File: src/verilog/trf_pkg.sv
// package: register map, field layout, reset values and timing for the rate/front-end block
package trf_pkg;
    // register indices; the byte address is index * 4
    localparam logic [11:0] IDX_TICKH = 12'h015;
    localparam logic [11:0] IDX_AMP_LO = 12'h016;
    localparam logic [11:0] IDX_AMP_HI = 12'h017;
    localparam logic [11:0] IDX_TXON_Q = 12'h018;
    localparam logic [11:0] IDX_SOFT_RESET = 12'h02A;
    localparam logic [11:0] IDX_TX_STABLE = 12'h02E;
    localparam logic [11:0] IDX_BB0 = 12'h038;
    localparam logic [11:0] IDX_BB3 = 12'h03B;
    localparam logic [11:0] IDX_BB4 = 12'h03C;
    localparam logic [11:0] IDX_TEST = 12'h22F;
    // own registers: radio state control and status
    localparam logic [11:0] IDX_RADIO_CTRL = 12'h300;
    localparam logic [11:0] IDX_RADIO_STAT = 12'h301;
    localparam int ADDR_W = 14;
    // field positions
    localparam int F_TURBO = 0;
    localparam int F_RST_LINK = 0;
    localparam int F_RST_BB = 1;
    localparam int F_RST_PWR = 2;
    localparam int F_TX_REQ = 0;
    localparam logic [2:0] TEST_MODE_FE = 3'h7;
    localparam logic [3:0] PREVALID_TURBO = 4'h3;
    localparam logic [2:0] CS_THRESH_TURBO = 3'h2;
    // writable bit masks (reserved bits read zero)
    localparam logic [7:0] MASK_AMP_HI = 8'h1F;
    localparam logic [7:0] MASK_TXON_Q = 8'hBF;
    localparam logic [7:0] MASK_BB0 = 8'h01;
    localparam logic [7:0] MASK_BB3 = 8'hFE;
    localparam logic [7:0] MASK_BB4 = 8'hFC;
    localparam logic [7:0] MASK_TEST = 8'h1F;
    // reset values
    localparam logic [7:0] RST_ZERO = 8'h00;
    // rates and timing
    localparam int CLK_HZ = 10_000_000;
    localparam int RATE_STD_BPS = 250_000;
    localparam int RATE_TURBO_BPS = 625_000;
    localparam int BIT_CYC_STD = CLK_HZ / RATE_STD_BPS;
    localparam int BIT_CYC_TURBO = CLK_HZ / RATE_TURBO_BPS;
    localparam int BB_RST_CYC = 4;
    localparam int TX_BITS_W = 12;
    typedef enum logic [3:0] {
        FE_RX = 4'b0001,
        FE_PA_WAIT = 4'b0010,
        FE_TX = 4'b0100,
        FE_TX_END = 4'b1000
    } trf_fe_t;
    function automatic logic [ADDR_W-1:0] reg_addr(input logic [11:0] idx);
        reg_addr = {idx, 2'b00};
    endfunction
endpackage

File: src/verilog/trf_top.sv
// rate select and external front-end control block with APB registers
// Function
// - high-rate enable selects 625 kbps bit timing instead of 250 kbps
// - high-rate enable is bit 0 of baseband rate register 0x38
// - writing 1 to 0x2A bit 1 resets baseband so settings apply
// - test mode 111 at 0x22F hands pins 0..2 to front-end control
// - pins 0,1 high in transmit, low in receive; pin 2 opposite
module trf_top import trf_pkg::*; (
    // apb
    input wire logic pclk,
    input wire logic presetn,
    input wire logic psel,
    input wire logic penable,
    input wire logic pwrite,
    input wire logic [ADDR_W-1:0] paddr,
    input wire logic [31:0] pwdata,
    input wire logic [3:0] pstrb,
    output logic [31:0] prdata,
    output logic pready,
    output logic pslverr,
    // general-purpose pins, normal function
    input wire logic [2:0] gp_out_sw,
    input wire logic [2:0] gp_oe_n_sw,
    // general-purpose pins
    output logic gp_pin_0_o,
    output logic gp_pin_0_oe_n,
    output logic gp_pin_1_o,
    output logic gp_pin_1_oe_n,
    output logic gp_pin_2_o,
    output logic gp_pin_2_oe_n,
    // baseband status
    output logic turbo_on,
    output logic bit_tick,
    output logic baseband_rst,
    output logic link_layer_rst,
    output logic power_rst
);
    logic [7:0] tickh_r, tickh_nxt;
    logic [7:0] amp_lo_r, amp_lo_nxt;
    logic [7:0] amp_hi_r, amp_hi_nxt;
    logic [7:0] txon_q_r, txon_q_nxt;
    logic [7:0] tx_stab_r, tx_stab_nxt;
    logic [7:0] bb0_r, bb0_nxt;
    logic [7:0] bb3_r, bb3_nxt;
    logic [7:0] bb4_r, bb4_nxt;
    logic [7:0] test_r, test_nxt;
    logic [TX_BITS_W-1:0] tx_bits_r, tx_bits_nxt;
    logic [2:0] srst_cnt_r, srst_cnt_nxt;
    logic [2:0] srst_kind_r, srst_kind_nxt;
    logic [31:0] prdata_r, prdata_nxt;
    logic wr_en;
    logic rd_en;
    logic hit;
    logic tx_start;
    logic tx_busy;
    logic fe_tx;
    logic fe_mode;
    logic [7:0] rd_byte;
    logic [7:0] wb;

    // single-cycle access phase; every register answers at once
    assign pready = 1'b1;
    assign wr_en = psel && penable && pwrite && pstrb[0];
    // read byte is captured in setup so the access cycle shows it from a flop
    assign rd_en = psel && !penable && !pwrite;
    assign wb = pwdata[7:0];

    function automatic logic is_addr(input logic [ADDR_W-1:0] a, input logic [11:0] idx);
        is_addr = (a == reg_addr(idx));
    endfunction

    function automatic logic [7:0] merge(input logic [7:0] old, input logic [7:0] mask,
                                         input logic [7:0] d, input logic we);
        merge = we ? (d & mask) : old;
    endfunction

    always_comb begin
        hit = 1'b1;
        rd_byte = 8'h00;
        if (is_addr(paddr, IDX_TICKH)) begin
            rd_byte = tickh_r;
        end else if (is_addr(paddr, IDX_AMP_LO)) begin
            rd_byte = amp_lo_r;
        end else if (is_addr(paddr, IDX_AMP_HI)) begin
            rd_byte = amp_hi_r;
        end else if (is_addr(paddr, IDX_TXON_Q)) begin
            rd_byte = txon_q_r;
        end else if (is_addr(paddr, IDX_SOFT_RESET)) begin
            rd_byte = {5'b00000, srst_kind_r};
        end else if (is_addr(paddr, IDX_TX_STABLE)) begin
            rd_byte = tx_stab_r;
        end else if (is_addr(paddr, IDX_BB0)) begin
            rd_byte = bb0_r;
        end else if (is_addr(paddr, IDX_BB3)) begin
            rd_byte = bb3_r;
        end else if (is_addr(paddr, IDX_BB4)) begin
            rd_byte = bb4_r;
        end else if (is_addr(paddr, IDX_TEST)) begin
            rd_byte = test_r;
        end else if (is_addr(paddr, IDX_RADIO_CTRL)) begin
            rd_byte = tx_bits_r[7:0];
        end else if (is_addr(paddr, IDX_RADIO_STAT)) begin
            rd_byte = {5'b00000, fe_mode, fe_tx, tx_busy};
        end else begin
            hit = 1'b0;
        end
    end
    // unmapped addresses answer with an error and write nothing
    assign pslverr = psel && penable && !hit;

    always_comb begin
        tickh_nxt = merge(tickh_r, 8'hFF, wb, wr_en && is_addr(paddr, IDX_TICKH));
        amp_lo_nxt = merge(amp_lo_r, 8'hFF, wb, wr_en && is_addr(paddr, IDX_AMP_LO));
        amp_hi_nxt = merge(amp_hi_r, MASK_AMP_HI, wb, wr_en && is_addr(paddr, IDX_AMP_HI));
        txon_q_nxt = merge(txon_q_r, MASK_TXON_Q, wb, wr_en && is_addr(paddr, IDX_TXON_Q));
        tx_stab_nxt = merge(tx_stab_r, 8'hFF, wb, wr_en && is_addr(paddr, IDX_TX_STABLE));
        bb0_nxt = merge(bb0_r, MASK_BB0, wb, wr_en && is_addr(paddr, IDX_BB0));
        bb3_nxt = merge(bb3_r, MASK_BB3, wb, wr_en && is_addr(paddr, IDX_BB3));
        bb4_nxt = merge(bb4_r, MASK_BB4, wb, wr_en && is_addr(paddr, IDX_BB4));
        test_nxt = merge(test_r, MASK_TEST, wb, wr_en && is_addr(paddr, IDX_TEST));
        tx_bits_nxt = tx_bits_r;
        tx_start = 1'b0;
        if (wr_en && is_addr(paddr, IDX_RADIO_CTRL)) begin
            // bits 12:1 set the length; a write with bit 0 set starts a transmission of that many bits when idle
            tx_bits_nxt = TX_BITS_W'(pwdata[TX_BITS_W:1]);
            tx_start = pwdata[F_TX_REQ] && !tx_busy;
        end
    end

    // soft reset: a write of 1 pulses the matching reset for a few cycles
    always_comb begin
        srst_cnt_nxt = (srst_cnt_r != 3'h0) ? srst_cnt_r - 3'h1 : 3'h0;
        srst_kind_nxt = (srst_cnt_r > 3'h1) ? srst_kind_r : 3'h0;
        if (wr_en && is_addr(paddr, IDX_SOFT_RESET) && (wb[2:0] != 3'h0)) begin
            srst_cnt_nxt = 3'(BB_RST_CYC);
            srst_kind_nxt = wb[2:0] | srst_kind_r;
        end
    end
    assign baseband_rst = srst_kind_r[F_RST_BB];
    assign link_layer_rst = srst_kind_r[F_RST_LINK];
    assign power_rst = srst_kind_r[F_RST_PWR];

    always_comb begin
        prdata_nxt = prdata_r;
        if (rd_en) begin
            prdata_nxt = {24'h00_0000, rd_byte};
        end
    end

    always_ff @(posedge pclk or negedge presetn) begin
        if (!presetn) begin
            tickh_r <= RST_ZERO;
            amp_lo_r <= RST_ZERO;
            amp_hi_r <= RST_ZERO;
            txon_q_r <= RST_ZERO;
            tx_stab_r <= RST_ZERO;
            bb0_r <= RST_ZERO;
            bb3_r <= RST_ZERO;
            bb4_r <= RST_ZERO;
            test_r <= RST_ZERO;
            tx_bits_r <= '0;
            srst_cnt_r <= 3'h0;
            srst_kind_r <= 3'h0;
            prdata_r <= 32'h0000_0000;
        end else begin
            tickh_r <= tickh_nxt;
            amp_lo_r <= amp_lo_nxt;
            amp_hi_r <= amp_hi_nxt;
            txon_q_r <= txon_q_nxt;
            tx_stab_r <= tx_stab_nxt;
            bb0_r <= bb0_nxt;
            bb3_r <= bb3_nxt;
            bb4_r <= bb4_nxt;
            test_r <= test_nxt;
            tx_bits_r <= tx_bits_nxt;
            srst_cnt_r <= srst_cnt_nxt;
            srst_kind_r <= srst_kind_nxt;
            prdata_r <= prdata_nxt;
        end
    end
    // loaded at the setup edge, so it stands through the whole access cycle
    assign prdata = prdata_r;

    // rate only changes after the baseband soft reset, so a half-written setup never runs
    logic turbo_live_r, turbo_live_nxt;
    always_comb begin
        turbo_live_nxt = baseband_rst ? bb0_r[F_TURBO] : turbo_live_r;
    end
    always_ff @(posedge pclk or negedge presetn) begin
        if (!presetn) begin
            turbo_live_r <= 1'b0;
        end else begin
            turbo_live_r <= turbo_live_nxt;
        end
    end
    assign turbo_on = turbo_live_r;

    trf_bit_tick u_tick (
        .pclk(pclk),
        .presetn(presetn),
        .bb_rst(baseband_rst),
        .turbo(turbo_live_r),
        .bit_tick(bit_tick)
    );

    trf_fe_ctrl u_fe (
        .pclk(pclk),
        .presetn(presetn),
        .bb_rst(baseband_rst),
        .amp_on_delay({amp_hi_r[0], amp_lo_r}),
        .tx_on_delay({txon_q_r[1:0], tickh_r[7:1]}),
        .bit_tick(bit_tick),
        .tx_bits(tx_bits_r),
        .tx_start(tx_start),
        .tx_busy(tx_busy),
        .fe_tx(fe_tx)
    );

    assign fe_mode = (test_r[2:0] == TEST_MODE_FE);
    always_comb begin
        if (fe_mode) begin
            gp_pin_0_o = fe_tx;
            gp_pin_1_o = fe_tx;
            gp_pin_2_o = !fe_tx;
            gp_pin_0_oe_n = 1'b0;
            gp_pin_1_oe_n = 1'b0;
            gp_pin_2_oe_n = 1'b0;
        end else begin
            gp_pin_0_o = gp_out_sw[0];
            gp_pin_1_o = gp_out_sw[1];
            gp_pin_2_o = gp_out_sw[2];
            gp_pin_0_oe_n = gp_oe_n_sw[0];
            gp_pin_1_oe_n = gp_oe_n_sw[1];
            gp_pin_2_oe_n = gp_oe_n_sw[2];
        end
    end
endmodule

File: src/verilog/trf_bit_tick.sv
// bit-rate tick generator for the baseband, standard or high rate
module trf_bit_tick import trf_pkg::*; (
    // clock and reset
    input wire logic pclk,
    input wire logic presetn,
    // control
    input wire logic bb_rst,
    input wire logic turbo,
    // tick out
    output logic bit_tick
);
    logic [7:0] cnt_r;
    logic [7:0] cnt_nxt;
    logic [7:0] limit;
    always_comb begin
        limit = turbo ? 8'(BIT_CYC_TURBO - 1) : 8'(BIT_CYC_STD - 1);
        cnt_nxt = (bb_rst || cnt_r >= limit) ? 8'h00 : cnt_r + 8'h01;
    end
    always_ff @(posedge pclk or negedge presetn) begin
        if (!presetn) begin
            cnt_r <= 8'h00;
        end else begin
            cnt_r <= cnt_nxt;
        end
    end
    assign bit_tick = !bb_rst && (cnt_r == limit);
endmodule

File: src/verilog/trf_fe_ctrl.sv
// front-end sequencer: amplifier turn-on delay before and transmit turn-off delay after each transmission
module trf_fe_ctrl import trf_pkg::*; (
    // clock and reset
    input wire logic pclk,
    input wire logic presetn,
    input wire logic bb_rst,
    // timing
    input wire logic [8:0] amp_on_delay,
    input wire logic [8:0] tx_on_delay,
    input wire logic bit_tick,
    input wire logic [TX_BITS_W-1:0] tx_bits,
    // request and state
    input wire logic tx_start,
    output logic tx_busy,
    output logic fe_tx
);
    trf_fe_t st_r, st_nxt;
    logic [TX_BITS_W-1:0] cnt_r, cnt_nxt;
    always_comb begin
        st_nxt = st_r;
        cnt_nxt = cnt_r;
        unique case (st_r)
            FE_RX: begin
                if (tx_start) begin
                    st_nxt = FE_PA_WAIT;
                    cnt_nxt = TX_BITS_W'(amp_on_delay);
                end
            end
            FE_PA_WAIT: begin
                if (cnt_r == '0) begin
                    st_nxt = FE_TX;
                    cnt_nxt = tx_bits;
                end else begin
                    cnt_nxt = cnt_r - 1'b1;
                end
            end
            FE_TX: begin
                if (cnt_r == '0) begin
                    st_nxt = FE_TX_END;
                    cnt_nxt = TX_BITS_W'(tx_on_delay);
                end else if (bit_tick) begin
                    cnt_nxt = cnt_r - 1'b1;
                end
            end
            FE_TX_END: begin
                if (cnt_r == '0) begin
                    st_nxt = FE_RX;
                end else begin
                    cnt_nxt = cnt_r - 1'b1;
                end
            end
            default: begin
                st_nxt = FE_RX;
                cnt_nxt = '0;
            end
        endcase
        if (bb_rst) begin
            st_nxt = FE_RX;
            cnt_nxt = '0;
        end
    end
    always_ff @(posedge pclk or negedge presetn) begin
        if (!presetn) begin
            st_r <= FE_RX;
            cnt_r <= '0;
        end else begin
            st_r <= st_nxt;
            cnt_r <= cnt_nxt;
        end
    end
    assign tx_busy = (st_r != FE_RX);
    // outputs stay in transmit polarity until the turn-off delay ends
    assign fe_tx = (st_r == FE_TX) || (st_r == FE_TX_END);
endmodule

File: config.mk
export PLATFORM = sky130hd
export DESIGN_NAME = trf_top
export DESIGN_NICKNAME = d
export VERILOG_FILES = /design/src/verilog/trf_pkg.sv /design/src/verilog/trf_top.sv /design/src/verilog/trf_bit_tick.sv /design/src/verilog/trf_fe_ctrl.sv
export SDC_FILE = /design/constraint.sdc
export NUM_CORES = 1
export LEC_CHECK = 0
export ABC_AREA = 1
export BUFFER_PORTS_ARGS = -buffer_cell sky130_fd_sc_hd__buf_2
export CAP_MARGIN = 10
export CORE_AREA = 4 4 162 164
export CTS_BUF_LIST = sky130_fd_sc_hd__clkbuf_4 sky130_fd_sc_hd__clkbuf_8
export DETAILED_ROUTE_END_ITERATION = 7
export DIE_AREA = 0 0 166 168
export PLACE_DENSITY = 0.4
export REMOVE_ABC_BUFFERS = 1
export SLEW_MARGIN = 5
export SYNTH_ARGS = -nofsm -noshare
export SYNTH_HDL_FRONTEND = slang
export SYNTH_SLANG_ARGS = --single-unit
File: constraint.sdc
create_clock -name pclk -period 3.2 [get_ports pclk]
set_clock_uncertainty 0.2 [all_clocks]
set_input_delay 0.48 -clock pclk [delete_from_list [all_inputs] [get_ports pclk]]
set_output_delay 0.48 -clock pclk [all_outputs]
set_load 0.02 [all_outputs]
==> results.yml <==
worst_setup_path:
  rr_worst_depth: 12
  cp_max_fo: 6
  crit_start: "paddr[2]"
  cp_data_required_time_ns: 2.52
  start_kind: "input pin"
  regToRegSetupSlack_ns: 0.80
  worstSetupEndpoint: "pslverr"
  reg2reg_to: "u_fe.cnt_r[8]"
  end_kind: "output pin"
  arrival_ns: 2.07
  path_class: "input pin to output pin"
  r2r-start: "u_fe.st_r[0]"
power_and_ir_drop:
  peakVddDrop_uv: 400
  p_leak_uw: 0.00339
  p_seq_share_pct: 33.1
  switchingPower_uw: 2030
  powerDensity_nw_per_um2: 645
  p_comb_share_pct: 47.2
  power.internal_uw: 2480
  pwr-share-clk_pct: 19.7
  switching_share_pct: 45.1
placed_design:
  gp_congestion: 0.816
  place_inst: 1162
  port_buffers: 58
  dp.final_hpwl_um: 14500
floorplanning:
  core-area_um2: 24900
  die_h_um: 168
  die_w_um: 166
  rows: 58
  ios: 106
  initial_core_util_pct: 24.7
  fp.dieArea_um2: 27900
logic_synthesis:
  ys.flop_type: "dfrtp_1"
  ys_seq_area_share_pct: 43.1
  yosys.area.top_type_share_pct: 42.7
  synth-edff-count: 0
  yosys.area.top_type: "dfrtp_1"
  async_flop_share_pct: 100
  syn_avg_cell_area_um2: 7.93
  yosysWarnings: 0
  ys_ff_latch: 106
  synth_most_common_cell: "nand2_1"
  synth_cells: 776
  synth_common_cells: "nand2_1, dfrtp_1, inv_1"
  synth.area.top_cells: "dfrtp_1, nand2_1, o21ai_0"
  synth.cell_area_um2: 6150
  yosys.cell_types.count: 51
drt:
  wl_met1_um: 8940
  viasPerCell: 4.36
  wl_per_cell_um: 15.8
  drtAntennaViolNets: 0
  first_pass_iters: 5
  wl_met2_um: 8670
  highest_layer: "met5"
  drc: 0
  wl_met3_um: 827
  drt_iter0_markers: 271
  vias: 5144
  wl_um: 18700
clocking:
  htreeDepth: 3
  cts_buffers: 9
  cts.sinks: 106
  cts.clk_slew.worst_paths_ns: 0.11
  root_buffer: "clkbuf_8"
  clockBufferDepth: 2
  clock_latency_ns: 0.38
  cts_tree: "built"
sta:
  grt_setup_unrepaired: "no"
  finalCriticalPeriod_ns: 2.75
  tightest_slew_ns: 0.800
  maxSlewViolCount: 0
  max_freq_mhz: 363
  period_share_pct: 86.0
  fin_tns_setup_ns: 0
  slew-limit-headroom_pct: 45.8
  final_hold_viol_count: 0
  finalSetupViolCount: 0
final_layout:
  final.fill_count: 2719
  drive_gt1_share_pct: 19.7
  seqCellArea_um2: 2650
  final_cell_count_no_fill: 1180
  nets: 912
  multiInputGateArea_um2: 2930
  area_delta_synth_final_pct: 13.8
flow_run:
  drv_cap: 0
global_routing:
  antenna_found_initial: 2
  grt_use_total_pct: 13.3
  grt_pass1_wl_um: 29200
  grt_max_degree: 45
  first_global_vias: 4935
  grt_overflow: 0
hold_path:
  hold_path.class: "input pin to flip-flop"
outcome:
  status: "finished clean"
## power groups by stage
stage | combinational [uW] | clock [uW] | sequential, uW
after floorplan | 1530 | 0 | 1510
after global placement | 2130 | 0 | 1520
after detailed placement | 2140 | 0 | 1520
after CTS | 2150 | 926 | 1500
after global routing | 2360 | 979 | 1510
final | 2130 | 889 | 1500
## cell families after synthesis
| kind of cell | synth area share (%) |
|---|---|
| fa+ha+maj | 1.42 |
| compound gates | 13.9 |
| other cells | 0.122 |
| buf+inv | 10.7 |
| flops | 43.1 |
| xor+xnor | 1.57 |
| simple gates | 29.2 |
## sequential cells by signal, summed over array words and instances (netlist names), 8 cells and up
register / flops
amp_lo_r: 8
prdata: 8
tickh_r: 8
tx_bits_r: 12
tx_stab_r: 8
u_fe.cnt_r: 12
u_tick.cnt_r: 8
## critical path: stages
cell,delay (ns)
buf_2,0.15
inv_2,0.10
nand3_2,0.13
nor2_1,0.06
nand2_2,0.15
nand2_1,0.07
nor4_1,0.34
nand4_1,0.12
nor4_1,0.24
buf_2,0.23
## cell type report
| cell class | count | area share, % |
|---|---|---|
| Timing Repair Buffer | 69 | 5.58 |
| Multi-Input combinational cell | 552 | 41.8 |
| Antenna cell | 1 | 0.0358 |
| Tap cell | 330 | 5.90 |
| Inverter | 106 | 5.86 |
| Clock inverter | 6 | 0.894 |
| Clock buffer | 10 | 1.97 |
| Sequential cell | 106 | 37.9 |
## worst min path at each step
stage | from | endpoint | slack, ns | cells past startpoint
floorplan | presetn | amp_hi_r[0] | -0.02 | 0
global placement | u_tick.cnt_r[0] | u_tick.cnt_r[0] | 0.26 | 1
detailed placement | u_tick.cnt_r[0] | u_tick.cnt_r[0] | 0.26 | 1
CTS | pwdata[10] | tx_bits_r[9] | 0.08 | 3
global route | pwdata[12] | tx_bits_r[11] | 0.09 | 3
finish | pwdata[10] | tx_bits_r[9] | 0.09 | 3
## metal layers
metal	track usage, %	up-vias
met5	0	-
met4	3.16	2
met3	2.21	14
met2	21.8	112
met1	18.6	2392
li1	-	2624
## per-stage QoR
stage	total power, uW	util (%)	setup WS (ns)	instance area (um^2)	hold WS, ns
detailed placement	3660	27.3	0.411	6790	0.259
finish	4510	28.1	0.449	7000	0.0896
global route	4840	28.1	0.243	7000	0.0900
global placement	3660	27.3	0.410	6790	0.259
CTS	4570	28.1	0.411	7000	0.0790
floorplan	3040	-	0.574	5990	-0.0156
## cells in the final DEF (no fill, tap or decap), drive strengths merged, types with 21 or more instances in the layout
cell type / count
conb: 26
nand3: 31
nor2: 62
nor3: 21
inv: 105
dfrtp: 105
o21ai: 93
buf: 68
nand2: 221
## timing repair
action	in CTS	in global routing
buffers inserted	0	0
hold buffers	1	0
hold endpoints to repair	41	0
resized for setup	0	0
No activity file was read; power rests on OpenSTA's default activity.
